<file path="src/rlf_pkg.sv">
package rlf_pkg;

  localparam int          DW              = 40;
  localparam int          CTLW            = 5;
  localparam int          LANES           = 5;
  localparam logic [7:0]  COMMA_BYTE      = 8'hbc;
  localparam logic [4:0]  COMMA_KCHAR     = 5'h01;
  localparam logic [3:0]  LAST_WORD       = 4'hf;
  localparam logic [7:0]  LAST_FRAME      = 8'hff;
  localparam logic [7:0]  LAST_HYPER      = 8'h95;
  localparam logic [5:0]  NS_SYNC         = 6'h00;
  localparam logic [5:0]  NS_SLOW         = 6'h01;
  localparam logic [5:0]  NS_L1           = 6'h02;
  localparam logic [5:0]  NS_VENDOR       = 6'h10;
  localparam logic [1:0]  XS_COMMA        = 2'h0;
  localparam logic [1:0]  XS_HFN          = 2'h1;
  localparam logic [1:0]  XS_BFN_LO       = 2'h2;
  localparam logic [1:0]  XS_BFN_HI       = 2'h3;
  localparam int          L1_RATE_LSB     = 8;
  localparam int          L1_HDLC_LSB     = 16;
  localparam logic [1:0]  RATE_614        = 2'h0;
  localparam logic [1:0]  RATE_1228       = 2'h1;
  localparam logic [1:0]  RATE_2457       = 2'h2;
  localparam logic [1:0]  RATE_3072       = 2'h3;

  localparam int          STEP_TIME_NS    = 10000;
  localparam int          CLK_PERIOD_NS   = 8;
  localparam logic [10:0] STEP_CYCLES     = 11'(STEP_TIME_NS / CLK_PERIOD_NS);
  localparam logic [10:0] SIM_STEP_CYCLES = 11'h008;

  localparam int          ETH_AW          = 4;
  localparam logic [4:0]  ETH_DEPTH       = 5'h10;
  localparam logic [4:0]  ETH_ALMOST_FULL = 5'h0c;
  localparam logic [5:0]  ETH_PTR_RESET   = 6'h14;

  localparam logic [7:0]  ADDR_CTRL       = 8'h00;
  localparam logic [7:0]  ADDR_INIT       = 8'h04;
  localparam logic [7:0]  ADDR_ETH_PTR    = 8'h08;
  localparam logic [7:0]  ADDR_STATUS     = 8'h0c;
  localparam logic [7:0]  ADDR_RX_POS     = 8'h10;
  localparam logic [7:0]  ADDR_L1         = 8'h14;
  localparam int          CTRL_W          = 13;
  localparam logic [12:0] CTRL_RESET      = 13'h0000;
  localparam int          CTRL_ROLE       = 0;
  localparam int          CTRL_SPEEDUP    = 1;
  localparam int          CTRL_HOLD       = 2;
  localparam int          CTRL_AUTO       = 3;
  localparam int          CTRL_HYP_RST    = 4;
  localparam int          CTRL_BFN_RST    = 5;
  localparam int          CTRL_HDLC_LSB   = 6;
  localparam int          CTRL_LBR_LSB    = 11;

  typedef enum logic [2:0] {
    ST_STANDBY = 3'b000,
    ST_SYNC    = 3'b001,
    ST_PROTO   = 3'b010,
    ST_CM      = 3'b011,
    ST_IFVN    = 3'b100,
    ST_OPER    = 3'b101
  } rlf_state_t;

  typedef struct packed {
    logic reset_handshake;
    logic remote_alarm;
    logic access_defect;
  } rlf_l1_t;

  typedef struct packed {
    logic [7:0]  hyper;
    logic [11:0] node;
    logic [7:0]  frame;
  } rlf_frame_pos_t;

endpackage : rlf_pkg

</file>
<file path="src/rlf_framer.sv">
// Summary of operation
// - role bit one selects controller end
// - speedup bit shortens start-up step timers
// - each ethernet fifo has own clear
// - hdlc rate enables limit offered rate
// - manual count uses init values for Z
// - sync with enable loads hyperframe counter
// - sync with enable loads node frame counter
// - rate code maps to line rate
// - hold bit forces start-up into standby
// - agreed line rate reported after start-up
// - radio end drives transmit disable
// - start-up status encodes states zero to five
// - receive outputs hyper, node, frame numbers
// - receive samples come with strobe, slot
// - request asks user for vendor word
// - almost full warns ethernet writer, only full blocks writes
// - receive fifo errors on two-bit flag
// - slip on any k char that is not a comma in low byte
// - subchannels zero, one, two fixed content
// - sixteen forty-bit words per basic frame
// - l1 bits inserted and received out
// - used sample width follows line rate
//
// The register addresses and the APB register port were chosen for this implementation.
`timescale 1ns/1ps
`default_nettype none

module rlf_framer
  import rlf_pkg::*;
(
  input  wire logic                pclk,
  input  wire logic                presetn,
  input  wire logic [7:0]          paddr,
  input  wire logic                psel,
  input  wire logic                penable,
  input  wire logic                pwrite,
  input  wire logic [31:0]         pwdata,
  output logic      [31:0]         prdata,
  output logic                     pready,
  output logic                     pslverr,
  input  wire logic                txrst,
  input  wire logic                rxrst,
  input  wire logic                tx_sync,
  input  wire logic [DW-1:0]       tx_sample_word,
  input  wire logic [DW-1:0]       tx_vendor_word,
  output logic                     vendor_word_request,
  input  wire logic                tx_hdlc_bit,
  input  wire logic [3:0]          tx_eth_nibble,
  input  wire logic                tx_eth_wr,
  output logic                     tx_eth_almost_full,
  input  wire logic                rx_eth_rd,
  output logic      [3:0]          rx_eth_nibble,
  output logic                     rx_eth_empty,
  output logic      [1:0]          rx_eth_fifo_err,
  output logic      [DW-1:0]       tx_line_word,
  output logic      [CTLW-1:0]     tx_line_kchar,
  input  wire logic [DW-1:0]       rx_line_word,
  input  wire logic [CTLW-1:0]     rx_line_kchar,
  output logic                     link_slip_request,
  output logic      [DW-1:0]       rx_sample_word,
  output logic                     rx_sample_strobe,
  output logic      [3:0]          rx_sample_slot_index,
  output rlf_frame_pos_t           rx_frame_pos,
  output rlf_l1_t                  rx_l1,
  output logic      [1:0]          rate_mode,
  output logic      [2:0]          startup_status,
  output logic                     tx_disable
);

  // ---------------- register file
  logic [CTRL_W-1:0] ctrl_q;
  logic [19:0]       init_q;
  logic [5:0]        eth_ptr_q;
  rlf_l1_t           l1_tx_q;
  logic              pready_q, pslverr_q;
  logic [31:0]       prdata_q;
  rlf_state_t        state_q, state_d;
  logic [10:0]       timer_q;
  logic [1:0]        rate_mode_q, remote_rate_q;
  logic [2:0]        hdlc_mode_q, remote_hdlc_q;
  logic              lock_q, tx_disable_q;
  rlf_frame_pos_t    rx_pos_q;
  rlf_l1_t           rx_l1_q;

  wire       role       = ctrl_q[CTRL_ROLE];
  wire       speedup    = ctrl_q[CTRL_SPEEDUP];
  wire       hold_idle  = ctrl_q[CTRL_HOLD];
  wire       auto_cnt   = ctrl_q[CTRL_AUTO];
  wire       hyp_rst_en = ctrl_q[CTRL_HYP_RST];
  wire       bfn_rst_en = ctrl_q[CTRL_BFN_RST];
  wire [4:0] hdlc_en    = ctrl_q[CTRL_HDLC_LSB +: 5];
  wire [1:0] lbr_en     = ctrl_q[CTRL_LBR_LSB +: 2];
  wire [7:0] hfn_init   = init_q[7:0];
  wire [11:0] bfn_init  = init_q[19:8];

  wire sel_ctrl = (paddr == ADDR_CTRL);
  wire sel_init = (paddr == ADDR_INIT);
  wire sel_ptr  = (paddr == ADDR_ETH_PTR);
  wire sel_stat = (paddr == ADDR_STATUS);
  wire sel_pos  = (paddr == ADDR_RX_POS);
  wire sel_l1   = (paddr == ADDR_L1);
  wire addr_hit = sel_ctrl | sel_init | sel_ptr | sel_stat | sel_pos | sel_l1;
  // one wait state: the answer is flopped, the write lands on the completing edge
  wire apb_access = psel & penable & ~pready_q;
  wire apb_write  = psel & penable & pready_q & pwrite & ~pslverr_q;

  wire [31:0] rd_mux =
    sel_ctrl ? {19'h0, ctrl_q} :
    sel_init ? {12'h0, init_q} :
    sel_ptr  ? {26'h0, eth_ptr_q} :
    sel_stat ? {22'h0, tx_disable_q, lock_q, hdlc_mode_q, rate_mode_q, state_q} :
    sel_pos  ? {4'h0, rx_pos_q} :
    sel_l1   ? {21'h0, rx_l1_q, 5'h0, l1_tx_q} : 32'h0;

  always_ff @(posedge pclk or negedge presetn) begin
    if (!presetn) begin
      pready_q  <= 1'b0;
      pslverr_q <= 1'b0;
      prdata_q  <= 32'h0;
    end else begin
      pready_q  <= apb_access;
      pslverr_q <= apb_access & ~addr_hit;
      prdata_q  <= (apb_access & ~pwrite) ? rd_mux : 32'h0;
    end
  end

  always_ff @(posedge pclk or negedge presetn) begin
    if (!presetn) begin
      ctrl_q    <= CTRL_RESET;
      init_q    <= 20'h0;
      eth_ptr_q <= ETH_PTR_RESET;
      l1_tx_q   <= '0;
    end else if (apb_write) begin
      if (sel_ctrl) ctrl_q <= pwdata[CTRL_W-1:0];
      if (sel_init) init_q <= pwdata[19:0];
      if (sel_ptr) eth_ptr_q <= pwdata[5:0];
      if (sel_l1) l1_tx_q <= pwdata[2:0];
    end
  end
  // ---------------- sample lane mask
  wire [2:0] lanes_used = (rate_mode_q == RATE_3072) ? 3'h5 :
                          (rate_mode_q == RATE_2457) ? 3'h4 :
                          (rate_mode_q == RATE_1228) ? 3'h2 : 3'h1;
  logic [DW-1:0] lane_mask;
  genvar gi;
  generate
    for (gi = 0; gi < LANES; gi++) begin : g_lane
      assign lane_mask[gi*8 +: 8] = {8{3'(gi) < lanes_used}};
    end
  endgenerate
  // ---------------- transmit framing
  logic [3:0]  tw_q;
  logic [7:0]  tfrm_q, thyp_q;
  logic [11:0] tbfn_q;
  wire [5:0] t_ns  = tfrm_q[5:0];
  wire [1:0] t_xs  = tfrm_q[7:6];
  wire       t_ctl = (tw_q == 4'h0);
  wire       t_eth = t_ctl & (eth_ptr_q != 6'h0) & (t_ns >= eth_ptr_q);
  wire       t_vnd = t_ctl & (t_ns >= NS_VENDOR) & ~t_eth;
  wire [3:0] tn_w   = tx_sync ? 4'h0 : tw_q + 4'h1;
  wire [7:0] tn_frm = tx_sync ? 8'h0 : ((tw_q == LAST_WORD) ? tfrm_q + 8'h1 : tfrm_q);
  wire       tn_vnd = (tn_w == 4'h0) & (tn_frm[5:0] >= NS_VENDOR) &
                      ~((eth_ptr_q != 6'h0) & (tn_frm[5:0] >= eth_ptr_q));

  always_ff @(posedge pclk or negedge presetn) begin
    if (!presetn) begin
      tw_q   <= 4'h0;
      tfrm_q <= 8'h0;
      thyp_q <= 8'h0;
      tbfn_q <= 12'h0;
    end else if (tx_sync) begin
      tw_q   <= 4'h0;
      tfrm_q <= 8'h0;
      thyp_q <= (auto_cnt & hyp_rst_en) ? hfn_init : 8'h0;
      tbfn_q <= (auto_cnt & bfn_rst_en) ? bfn_init : tbfn_q + 12'h1;
    end else begin
      tw_q <= tw_q + 4'h1;
      if (tw_q == LAST_WORD) begin
        tfrm_q <= tfrm_q + 8'h1;
        if (tfrm_q == LAST_FRAME) begin
          thyp_q <= (thyp_q == LAST_HYPER) ? 8'h0 : thyp_q + 8'h1;
          if (thyp_q == LAST_HYPER) tbfn_q <= tbfn_q + 12'h1;
        end
      end
    end
  end
  // radio end follows the controller's timing, controller uses own or loaded values
  wire [7:0]  z_hfn = role ? (auto_cnt ? thyp_q : hfn_init) : rx_pos_q.hyper;
  wire [11:0] z_bfn = role ? (auto_cnt ? tbfn_q : bfn_init) : rx_pos_q.node;
  wire [2:0] hdlc_cap = hdlc_en[4] ? 3'h5 : hdlc_en[3] ? 3'h4 : hdlc_en[2] ? 3'h3 :
                        hdlc_en[1] ? 3'h2 : hdlc_en[0] ? 3'h1 : 3'h0;
  wire [DW-1:0] l1_word = DW'({hdlc_cap, 6'h0, lbr_en, 5'h0, l1_tx_q});
  logic [3:0]        tx_mem [0:ETH_DEPTH-1];
  logic [ETH_AW:0]   tx_wp_q, tx_rp_q;
  wire               tx_full  = ((tx_wp_q - tx_rp_q) == ETH_DEPTH);
  wire               tx_empty = (tx_wp_q == tx_rp_q);
  wire               tx_push  = tx_eth_wr & ~tx_full;
  wire               tx_pop   = t_eth & ~tx_empty;
  wire [ETH_AW:0]    tx_wp_d  = txrst ? 5'h0 : tx_wp_q + {4'h0, tx_push};
  wire [ETH_AW:0]    tx_rp_d  = txrst ? 5'h0 : tx_rp_q + {4'h0, tx_pop};
  wire [ETH_AW:0]    tx_cnt_d = tx_wp_d - tx_rp_d;
  wire [3:0]         tx_head  = tx_empty ? 4'h0 : tx_mem[tx_rp_q[ETH_AW-1:0]];
  wire [DW-1:0] t_word =
    ~t_ctl ? (tx_sample_word & lane_mask) :
    (t_ns == NS_SYNC) ? ((t_xs == XS_COMMA) ? DW'(COMMA_BYTE) :
                         (t_xs == XS_HFN)   ? DW'(z_hfn) :
                         (t_xs == XS_BFN_LO) ? DW'(z_bfn[7:0]) : DW'(z_bfn[11:8])) :
    (t_ns == NS_SLOW) ? DW'(tx_hdlc_bit & (hdlc_mode_q != 3'h0)) :
    ((t_ns == NS_L1) & (t_xs == XS_COMMA)) ? l1_word :
    t_vnd ? tx_vendor_word :
    t_eth ? DW'(tx_head) : '0;
  wire [CTLW-1:0] t_kchar = (t_ctl & (t_ns == NS_SYNC) & (t_xs == XS_COMMA)) ? COMMA_KCHAR : '0;

  always_ff @(posedge pclk) begin
    if (tx_push) tx_mem[tx_wp_q[ETH_AW-1:0]] <= tx_eth_nibble;
  end

  always_ff @(posedge pclk or negedge presetn) begin
    if (!presetn) begin
      tx_wp_q         <= 5'h0;
      tx_rp_q         <= 5'h0;
      tx_eth_almost_full <= 1'b0;
      tx_line_word    <= '0;
      tx_line_kchar   <= '0;
      vendor_word_request <= 1'b0;
    end else begin
      tx_wp_q         <= tx_wp_d;
      tx_rp_q         <= tx_rp_d;
      tx_eth_almost_full <= (tx_cnt_d >= ETH_ALMOST_FULL);
      tx_line_word    <= t_word;
      tx_line_kchar   <= t_kchar;
      vendor_word_request <= tn_vnd;
    end
  end
  // ---------------- receive deframing
  logic [3:0] rw_q;
  logic [7:0] rfrm_q;
  wire        comma = rx_line_kchar[0] & (rx_line_word[7:0] == COMMA_BYTE);
  wire [3:0]  r_w   = comma ? 4'h0 : rw_q;
  wire [7:0]  r_frm = comma ? 8'h0 : rfrm_q;
  wire [5:0]  r_ns  = r_frm[5:0];
  wire [1:0]  r_xs  = r_frm[7:6];
  wire        r_ctl = (r_w == 4'h0);
  wire        r_eth = lock_q & r_ctl & (eth_ptr_q != 6'h0) & (r_ns >= eth_ptr_q);

  logic [3:0]      rx_mem [0:ETH_DEPTH-1];
  logic [ETH_AW:0] rx_wp_q, rx_rp_q;
  wire             rx_full  = ((rx_wp_q - rx_rp_q) == ETH_DEPTH);
  wire             rx_emp   = (rx_wp_q == rx_rp_q);
  wire             rx_push  = r_eth & ~rx_full;
  wire             rx_pop   = rx_eth_rd & ~rx_emp;
  wire [ETH_AW:0]  rx_wp_d  = rxrst ? 5'h0 : rx_wp_q + {4'h0, rx_push};
  wire [ETH_AW:0]  rx_rp_d  = rxrst ? 5'h0 : rx_rp_q + {4'h0, rx_pop};
  // set wins over the clear so an error in the clearing cycle is kept
  wire [1:0]       rx_err_set = {r_eth & rx_full, rx_eth_rd & rx_emp};

  always_ff @(posedge pclk) begin
    if (rx_push) rx_mem[rx_wp_q[ETH_AW-1:0]] <= rx_line_word[3:0];
  end

  always_ff @(posedge pclk or negedge presetn) begin
    if (!presetn) begin
      rw_q   <= 4'h0;
      rfrm_q <= 8'h0;
      lock_q <= 1'b0;
      link_slip_request <= 1'b0;
    end else begin
      rw_q   <= r_w + 4'h1;
      rfrm_q <= (r_w == LAST_WORD) ? r_frm + 8'h1 : r_frm;
      if (comma) lock_q <= 1'b1;
      else if (r_ctl & (r_frm == 8'h0)) lock_q <= 1'b0;
      link_slip_request <= ~comma & (rx_line_kchar != '0);
    end
  end

  always_ff @(posedge pclk or negedge presetn) begin
    if (!presetn) begin
      rx_wp_q          <= 5'h0;
      rx_rp_q          <= 5'h0;
      rx_eth_empty     <= 1'b1;
      rx_eth_nibble    <= 4'h0;
      rx_eth_fifo_err  <= 2'h0;
      rx_sample_strobe <= 1'b0;
      rx_sample_word   <= '0;
      rx_sample_slot_index <= 4'h0;
      rx_pos_q         <= '0;
      rx_l1_q          <= '0;
      remote_rate_q    <= RATE_614;
      remote_hdlc_q    <= 3'h0;
    end else begin
      rx_wp_q         <= rx_wp_d;
      rx_rp_q         <= rx_rp_d;
      rx_eth_empty    <= (rx_wp_d == rx_rp_d);
      if (rx_pop) rx_eth_nibble <= rx_mem[rx_rp_q[ETH_AW-1:0]];
      rx_eth_fifo_err <= (rx_eth_fifo_err & {2{~rxrst}}) | rx_err_set;
      rx_sample_strobe <= lock_q & ~r_ctl;
      if (lock_q & ~r_ctl) begin
        rx_sample_word       <= rx_line_word & lane_mask;
        rx_sample_slot_index <= r_w;
        rx_pos_q.frame       <= r_frm;
      end
      if (lock_q & r_ctl & (r_ns == NS_SYNC)) begin
        if (r_xs == XS_HFN) rx_pos_q.hyper <= rx_line_word[7:0];
        if (r_xs == XS_BFN_LO) rx_pos_q.node[7:0] <= rx_line_word[7:0];
        if (r_xs == XS_BFN_HI) rx_pos_q.node[11:8] <= rx_line_word[3:0];
      end
      if (lock_q & r_ctl & (r_ns == NS_L1) & (r_xs == XS_COMMA)) begin
        rx_l1_q       <= rx_line_word[2:0];
        remote_rate_q <= rx_line_word[L1_RATE_LSB +: 2];
        remote_hdlc_q <= rx_line_word[L1_HDLC_LSB +: 3];
      end
    end
  end
  // ---------------- start-up sequence
  wire [10:0] step_len = speedup ? SIM_STEP_CYCLES : STEP_CYCLES;
  wire        step_done = (timer_q >= step_len - 11'h1);
  wire [1:0]  rate_agree = (lbr_en < remote_rate_q) ? lbr_en : remote_rate_q;
  wire [2:0]  hdlc_agree = (hdlc_cap < remote_hdlc_q) ? hdlc_cap : remote_hdlc_q;

  always_comb begin
    state_d = state_q;
    case (state_q)
      ST_STANDBY: state_d = ST_SYNC;
      ST_SYNC:    if (lock_q) state_d = ST_PROTO;
      ST_PROTO:   if (step_done) state_d = ST_CM;
      ST_CM:      if (step_done) state_d = ST_IFVN;
      ST_IFVN:    if (step_done) state_d = ST_OPER;
      ST_OPER:    state_d = ST_OPER;
      default:    state_d = ST_STANDBY;
    endcase
    if ((state_q != ST_STANDBY) && (state_q != ST_SYNC) && !lock_q) state_d = ST_SYNC;
    if (hold_idle) state_d = ST_STANDBY;
  end

  always_ff @(posedge pclk or negedge presetn) begin
    if (!presetn) begin
      state_q      <= ST_STANDBY;
      timer_q      <= 11'h0;
      rate_mode_q  <= RATE_614;
      hdlc_mode_q  <= 3'h0;
      tx_disable_q <= 1'b0;
    end else begin
      state_q <= state_d;
      timer_q <= (state_d != state_q) ? 11'h0 : timer_q + {10'h0, ~step_done};
      if ((state_q == ST_PROTO) && (state_d == ST_CM)) begin
        rate_mode_q <= rate_agree;
        hdlc_mode_q <= hdlc_agree;
      end
      tx_disable_q <= ~role & ((state_d == ST_STANDBY) | (state_d == ST_SYNC));
    end
  end

  assign prdata         = prdata_q;
  assign pready         = pready_q;
  assign pslverr        = pslverr_q;
  assign rx_frame_pos   = rx_pos_q;
  assign rx_l1          = rx_l1_q;
  assign rate_mode      = rate_mode_q;
  assign startup_status = state_q;
  assign tx_disable     = tx_disable_q;
  // ---------------- checks
  AST_ROLE_TXDIS: assert property (@(posedge pclk) disable iff (!presetn)
    tx_disable |-> !$past(role)) else $error("transmit disabled on controller end");
  AST_HOLD_IDLE: assert property (@(posedge pclk) disable iff (!presetn)
    hold_idle |=> (startup_status == ST_STANDBY)) else $error("hold did not force standby");
  AST_Z64_MANUAL: assert property (@(posedge pclk) disable iff (!presetn)
    (role & !auto_cnt & t_ctl & (t_ns == NS_SYNC) & (t_xs == XS_HFN))
    |=> (tx_line_word[7:0] == $past(hfn_init))) else $error("Z64 not taken from init");
  AST_HFN_LOAD: assert property (@(posedge pclk) disable iff (!presetn)
    (tx_sync & auto_cnt & hyp_rst_en) |=> (thyp_q == $past(hfn_init)))
    else $error("hyperframe counter not loaded");
  AST_BFN_LOAD: assert property (@(posedge pclk) disable iff (!presetn)
    (tx_sync & auto_cnt & bfn_rst_en) |=> (tbfn_q == $past(bfn_init)))
    else $error("node frame counter not loaded");
  AST_COMMA_TX: assert property (@(posedge pclk) disable iff (!presetn)
    (presetn & !tx_sync & (tw_q == 4'h0) & (tfrm_q == 8'h0)) |=>
    ((tx_line_word[7:0] == COMMA_BYTE) && tx_line_kchar[0])) else $error("comma missing");
  AST_SLIP: assert property (@(posedge pclk) disable iff (!presetn)
    comma |=> !link_slip_request) else $error("slip while comma aligned");
  AST_STROBE_SLOT: assert property (@(posedge pclk) disable iff (!presetn)
    rx_sample_strobe |-> (rx_sample_slot_index != 4'h0)) else $error("strobe on control slot");
  AST_ALMOST_FULL: assert property (@(posedge pclk) disable iff (!presetn)
    ((tx_wp_q - tx_rp_q) >= ETH_ALMOST_FULL) |-> tx_eth_almost_full)
    else $error("almost full not shown");
  AST_RX_UNDERFLOW: assert property (@(posedge pclk) disable iff (!presetn)
    (rx_eth_rd & rx_emp) |=> rx_eth_fifo_err[0]) else $error("underflow not flagged");
  AST_VENDOR_REQ: assert property (@(posedge pclk) disable iff (!presetn)
    (vendor_word_request & !$past(tx_sync)) |-> t_vnd) else $error("request off vendor slot");

endmodule : rlf_framer

`default_nettype wire

</file>
<file path="config.mk">
export PLATFORM = sky130hd
export DESIGN_NAME = rlf_framer
export DESIGN_NICKNAME = d
export VERILOG_FILES = /design/src/rlf_pkg.sv /design/src/rlf_framer.sv
export SDC_FILE = /design/constraint.sdc
export NUM_CORES = 1
export LEC_CHECK = 0
export ABC_AREA = 1
export BUFFER_PORTS_ARGS = -buffer_cell sky130_fd_sc_hd__buf_4
export CAP_MARGIN = 20
export CORE_ASPECT_RATIO = 0.7
export CORE_MARGIN = 3
export CORE_UTILIZATION = 56
export DETAILED_ROUTE_END_ITERATION = 6
export GPL_TIMING_DRIVEN = 0
export HOLD_SLACK_MARGIN = 0.15
export PLACE_DENSITY_LB_ADDON = 0.1
export SLEW_MARGIN = 20
export SYNTH_ARGS = -nofsm -noshare
export SYNTH_HDL_FRONTEND = slang
export SYNTH_SLANG_ARGS = --single-unit
</file>
<file path="constraint.sdc">
create_clock -name pclk -period 4.24 [get_ports pclk]
set_clock_uncertainty 0.05 [all_clocks]
set_input_delay 0.636 -clock pclk [delete_from_list [all_inputs] [get_ports pclk]]
set_output_delay 0.636 -clock pclk [all_outputs]
set_load 0.01 [all_outputs]
</file>
[Yosys cells after proc, flatten, opt, wreduce, memory -nomap -nowiden]
Memories as Yosys holds them, arrays and structs flattened. A register that Yosys moved wholly into a read port is not among the register bits.
Cells that the tools add are included.
Storage, ports and cells
  bits of input ports: 180
  RAM bits: 128
  logic and storage cells: 273
  bits in registers: 285
  output and inout bits: 171
  memories: 2
Memories
  rx_mem: words 16, bits a word 4, rd ports 1, clocked after Yosys merged registers in 1, write ports 1, line rlf_framer.sv:247  | logic [3:0] rx_mem [0:ETH_DEPTH-1];
  tx_mem: words 16, bits a word 4, rd ports 1, clocked after Yosys merged registers in 0, write ports 1, line rlf_framer.sv:194  | logic [3:0] tx_mem [0:ETH_DEPTH-1];
Operators by class
  reduce and logical (&&, ||, !) cells: 33
  eq/ne operators: 35
  add/subtract/negate cells: 15
  magnitude comparators: 14
  bitwise logic cells: 62
  multiplexer cells: 67
Operator list (count)
  two-way mux 40 bit: 5
  two-way mux 28 bit: 6
  two-way mux 8 bit: 14
  two-way mux 12 bit: 7
  bitwise AND 40 bit: 2
  bitwise AND 1 bit: 37
  two-way mux 11 bit: 3
  two-way mux 3 bit: 11
  adder 8 x 1 -> 8 bit, second input constant: 3
  equality test 8 bit, second input constant: 3
  adder 5 x 1 -> 5 bit: 4
  two-way mux 5 bit: 4
  >= comparator 6 bit: 3
  case mux 3 bit (6 select lines): 1
  equality test 8 x 4 -> 1 bit, second input constant: 2
  equality test 8 x 5 -> 1 bit, second input constant: 2
  logical NOT 8 bit: 2
  two-way mux 4 bit: 4
  AND reduction 2 bit: 8
  equality test 5 bit: 3
  NOT 1 bit: 15
  subtractor 5 bit: 3
  adder 12 x 1 -> 12 bit, second input constant: 1
  equality test 6 x 2 -> 1 bit, second input constant: 2
  38 further kinds: 81

[Logic depth before layout (Yosys ltp)]
  depth in word-level cells: 11
  mapped depth: 23
  gate-level depth less buffers: 22

[Worst setup path before layout]
Ideal clock, no wire load.
  path kind: in2reg
  from: in rx_line_word[5]
  to: reg rx_eth_empty
  stages on the path: 22
  setup time: 97 ps
  data required time: 4093 ps
  slack: 895 ps
  path buffers: 1
  arrival time: 3199 ps
  path through: nand2_1 > nor2_2 > nand4_4 > buf_6 > nand2_1 > inv_1 > ha_1 > inv_1 > nor2_1 > o21ai_0 > o211ai_1 > nor2_1 > nor2_1 > nand2_1 > inv_2 > ha_1 > ha_1 > inv_1 > o21ai_0 > a21oi_1 > xor2_1 > nor4_1
On the way
  elaborated cells between the ends (all ways): 13
RTL lines
  start: declaration: line rlf_framer.sv:58  | input wire logic [DW-1:0] rx_line_word,
  equality test 8 bit: line rlf_framer.sv:239  | wire comma = rx_line_kchar[0] & (rx_line_word[7:0] == COMMA_BYTE);
  bitwise AND 1 bit: line rlf_framer.sv:239
  two-way mux 8 bit: line rlf_framer.sv:241  | wire [7:0] r_frm = comma ? 8'h0 : rfrm_q;
  via r_frm[1]: line rlf_framer.sv:241
  >= comparator 6 bit: line rlf_framer.sv:245  | wire r_eth = lock_q & r_ctl & (eth_ptr_q != 6'h0) & (r_ns >= eth_ptr_q);
  bitwise AND 1 bit: line rlf_framer.sv:245
  bitwise AND 1 bit: line rlf_framer.sv:251  | wire rx_push = r_eth & ~rx_full;
  adder 5 x 1 -> 5 bit: line rlf_framer.sv:253  | wire [ETH_AW:0] rx_wp_d = rxrst ? 5'h0 : rx_wp_q + {4'h0, rx_push};
  two-way mux 5 bit: line rlf_framer.sv:253
  via rx_wp_d[2]: line rlf_framer.sv:253
  equality test 5 bit: line rlf_framer.sv:294  | rx_eth_empty <= (rx_wp_d == rx_rp_d);
  end signal: assignment: line rlf_framer.sv:294
  end: declaration: line rlf_framer.sv:54  | output logic rx_eth_empty,
The timed path passes the listed nets, and every way through them passes these cells.
A chain may end at the register's enable or synchronous reset.

[Worst setup path after layout]
  from: reg tw_q[0]
  to: reg tx_eth_almost_full
On the way
  cells in the longest elaborated chain, start to end: 8
RTL lines
  start: declaration: line rlf_framer.sv:153  | logic [3:0] tw_q;
  start signal: assignment: line rlf_framer.sv:178  | tw_q <= tw_q + 4'h1;
  logical NOT 4 bit: line rlf_framer.sv:158  | wire t_ctl = (tw_q == 4'h0);
  bitwise AND 1 bit (2 in series): line rlf_framer.sv:159  | wire t_eth = t_ctl & (eth_ptr_q != 6'h0) & (t_ns >= eth_ptr_q);
  bitwise AND 1 bit: line rlf_framer.sv:199  | wire tx_pop = t_eth & ~tx_empty;
  adder 5 x 1 -> 5 bit: line rlf_framer.sv:201  | wire [ETH_AW:0] tx_rp_d = txrst ? 5'h0 : tx_rp_q + {4'h0, tx_pop};
  two-way mux 5 bit: line rlf_framer.sv:201
  via tx_rp_d[3]: line rlf_framer.sv:201
  subtractor 5 bit: line rlf_framer.sv:202  | wire [ETH_AW:0] tx_cnt_d = tx_wp_d - tx_rp_d;
  >= comparator 5 x 4 -> 1 bit: line rlf_framer.sv:230  | tx_eth_almost_full <= (tx_cnt_d >= ETH_ALMOST_FULL);
  end signal: assignment: line rlf_framer.sv:230
  end: declaration: line rlf_framer.sv:51  | output logic tx_eth_almost_full,
The timed path passes the listed nets, and every way through them passes these cells.

==> run_results.csv <==
group,metric,value,unit
clock_network,cts_sinks,417,
flow_run,max_cap_violations,0,
worst_setup_path,arrival,4270,ps
finish,drive_above_1_share,18.1,%
worst_hold_path,hold_end,"rx_rp_q[0]",
place,post-dp-hpwl,47800,um
timing,drv_slew,0,
logic_synthesis,synth_cells,2170,
worst_setup_path,r2r_slack,330,ps
drt,drc,0,
logic_synthesis,postSynthRegisterBits,417,
worst_hold_path,min_path_cells,2,
timing,hold_viol,0,
grt,antenna_found_initial,1,
logic_synthesis,synth_top_area_share,36.1,%
grt,use_met2,47.6,%
timing,finalCritPeriodShare,92.2,%
timing,holdWs,231,ps
grt,grt_max_degree,99,
logic_synthesis,synth_edf_count,128,
grt,grt_util_met3,8.51,%
timing,worst-slew-pin-transition,958,ps
floorplanning,die_h,163,um
finish,finish.utilization,70.1,%
timing,setup_viol,0,
logic_synthesis,avgSynthCellArea,9.14,um2
worst_setup_path,r2r_end,"tx_eth_almost_full",
grt,grt_pass1_vias,16884,
clock_network,cts-root-buf,"clkbuf_16",
grt,track_usage,32.9,%
pwr,leakagePower,0.0115,uW
clock_network,cts_buffers,42,
place,gp_congestion,0.978,
floorplanning,rows,57,
grt,grt_busiest_layer,"met1",
worst_setup_path,crit_type,"reg2reg",
place,pre_cts_ws,-206,ps
clock_network,clockBufferDepth,3,
place,port_buffers,330,
timing,grt_setup_unrepaired,"true",
grt,overflow,0,
grt,met1_usage,49.1,%
drt,viasPerCell,5.77,
drt,wl_per_cell,20.7,um
worst_setup_path,reg2regPathDepth,18,
run_status,status,"completed",
logic_synthesis,yosysUniqueCellTypes,57,
logic_synthesis,synth_top_area_cell,"dfrtp_1",
worst_setup_path,required,4600,ps
finish,nets,2802,
pwr,power.density,398,nW/um2
finish,fin_area,24400,um2
logic_synthesis,syn-cell-area,19800,um2
drt,first_pass_iters,6,
worst_setup_path,crit_fanout,5,
logic_synthesis,synthFlopType,"dfrtp_1",
clock_network,path_clk_slew,60,ps
drt,drtIter0Drc,1944,
clock_network,clock_latency,560,ps
timing,finalWorstSetupSlack,329,ps
logic_synthesis,synthTopCellsByArea,"dfrtp_1, edfxtp_1, nand2_1, o21ai_0, ha_1",
floorplanning,core-area,34800,um2
worst_setup_path,reg2reg_from,"tw_q[0]",
logic_synthesis,synth_seq_area_share,55.8,%
floorplanning,die_w,231,um
clock_network,h-tree-depth,2,
timing,period_needed,3910,ps
drt,ant_nets,0,
clock_network,tritoncts,"done",
drt,dr_total_vias,17656,
logic_synthesis,async_reset_ff_share,69.3,%
worst_hold_path,hold_path_class,"in2reg",
finish,fillCellCount,2709,
worst_setup_path,cp-start-kind,"flip-flop",
timing,fmax,256,MHz
clock_network,post-cts-setup-buffer-count,0,
floorplanning,start_util,57.0,%
place,dpl-instance-area,23000,um2
logic_synthesis,ys_warn_count,0,
grt,grt_pass1_wl,95600,um
drt,routed_wl,63400,um
timing,relSlewSlack,35.7,%
floorplanning,ios,351,
finish,area_growth,23.0,%
worst_hold_path,min-delay-start,"rxrst",
floorplanning,die_area,37800,um2
worst_setup_path,cp-end-kind,"flip-flop",
pwr,peakVddDrop,0.373,mV
sequential cells by signal, indices dropped and copies added, names as in the netlist, 5 cells and up:
signal          count
tbfn_q             12
tx_mem             64
rfrm_q              8
rx_sample_word     40
prdata             28
thyp_q              8
tx_rp_q             5
rx_frame_pos       28
tx_wp_q             5
rx_wp_q             5
ctrl_q             13
rx_mem             64
timer_q            11
init_q             20
tfrm_q              8
tx_line_word       40
rx_rp_q             5
eth_ptr_q           6
through the flow:
step	TNS (ps)	total power (uW)	std cells
CTS	0	9720	3060
floorplan	0	5300	2177
global placement	-31450	5960	2979
finish	0	9720	3061
detailed placement	-206	6010	2982
global route	-86.7	10100	3060
cell usage in the layout, fill, tap and decap left out, types with 26 or more instances in the layout:
cell       instances
a21oi_1           89
a32o_1            27
buf_4            343
clkbuf_1          54
clkbuf_16         43
dfrtp_1          286
edfxtp_1         128
ha_1              66
inv_1            215
nand2_1          499
nand3_1          120
nor2_1           190
nor3_1            35
o211ai_1          29
o21ai_0          200
xor2_1            26
kinds of logic after synthesis:
| family | count (synthesis) | synth area share, % |
|---|---|---|
| fa+ha+maj | 67 | 4.26 |
| simple gates | 898 | 18.9 |
| xor+xnor | 37 | 1.63 |
| mux | 1 | 0.0567 |
| buf+inv | 314 | 6.41 |
| other cells | 1 | 0.0189 |
| flops | 417 | 55.8 |
| compound gates | 435 | 12.9 |
routing by layer:
metal	up-vias	wire length, um
met3	108	7060
met5	-	0
met1	8557	27200
li1	8068	-
met2	923	27500
met4	0	1700
synthesized netlist by cell type (3+ instances only):
cell type and instances:
dfstp_2 3, or2_2 4, a21oi_1 89, nand2_2 6
nor2_2 4, o31ai_1 7, nor3b_1 3, o21bai_1 4
o221ai_1 9, buf_1 6, o21ai_1 13, buf_2 20
ha_1 66, edfxtp_1 128, a21boi_0 4, inv_1 215
a22oi_1 4, dfrtp_1 286, o211ai_1 29, nand3_1 120
o21ai_0 200, buf_4 14, inv_2 5, nand4_1 22
a32o_1 27, a31oi_1 15, nor2_1 191, nor3_1 35
nor4_1 3, clkinv_1 8, xnor2_1 11, nand2_1 499
o22ai_1 21, clkbuf_1 43, xor2_1 26
worst max-delay path, stage by stage (launching register included):
cell      delay (ps)
dfrtp_1          420
inv_1             80
ha_1             140
nand2_1           60
nor2_1           610
nand2_1          100
o21bai_1         270
nor2_1           290
ha_1             270
inv_1             70
o21ai_0          150
nand2_1           60
nor2_1           140
inv_1             80
ha_1             320
a21o_1           190
a31oi_1          170
xor2_1           150
o21ai_0          130
worst max path at each step:
stage | from | to | slack [ps]
floorplan | rx_line_word[5] | rx_eth_empty | 890
global placement | presetn | link_slip_request | -150
detailed placement | rx_line_word[3] | rx_eth_empty | -210
CTS | rx_rp_q[2] | rx_eth_empty | 320
global route | rx_rp_q[1] | rx_eth_empty | -90
finish | tw_q[0] | tx_eth_almost_full | 330
where the power goes:
part	leakage, uW	switching (uW)	total, uW	internal [uW]
logic	0.00581	856	1410	551
clock network	0.000674	1600	3740	2150
registers	0.00500	194	4570	4370
total	0.0115	2650	9720	7070
area by class of cell:
class | instances | area, um2 | share of cell area (%)
timing repair buffer | 334 | 2580 | 10.6
clock inverter | 13 | 115 | 0.472
antenna | 1 | 2.50 | 0.0103
clock buffer | 64 | 1240 | 5.10
sequential | 417 | 11100 | 45.4
multi-input combinational | 1446 | 7520 | 30.8
tap | 472 | 591 | 2.42
buffer | 85 | 413 | 1.69
inverter | 229 | 865 | 3.54
repair_timing:
| item | 4_1_cts | 5_1_grt |
|---|---|---|
| endpoints found under the setup margin | 0 | 2 |
| resized for setup | 0 | 5 |
| hold endpoints to repair | 17 | 0 |
| hold buffers | 1 | 0 |
(Power assumes the default switching activity.)
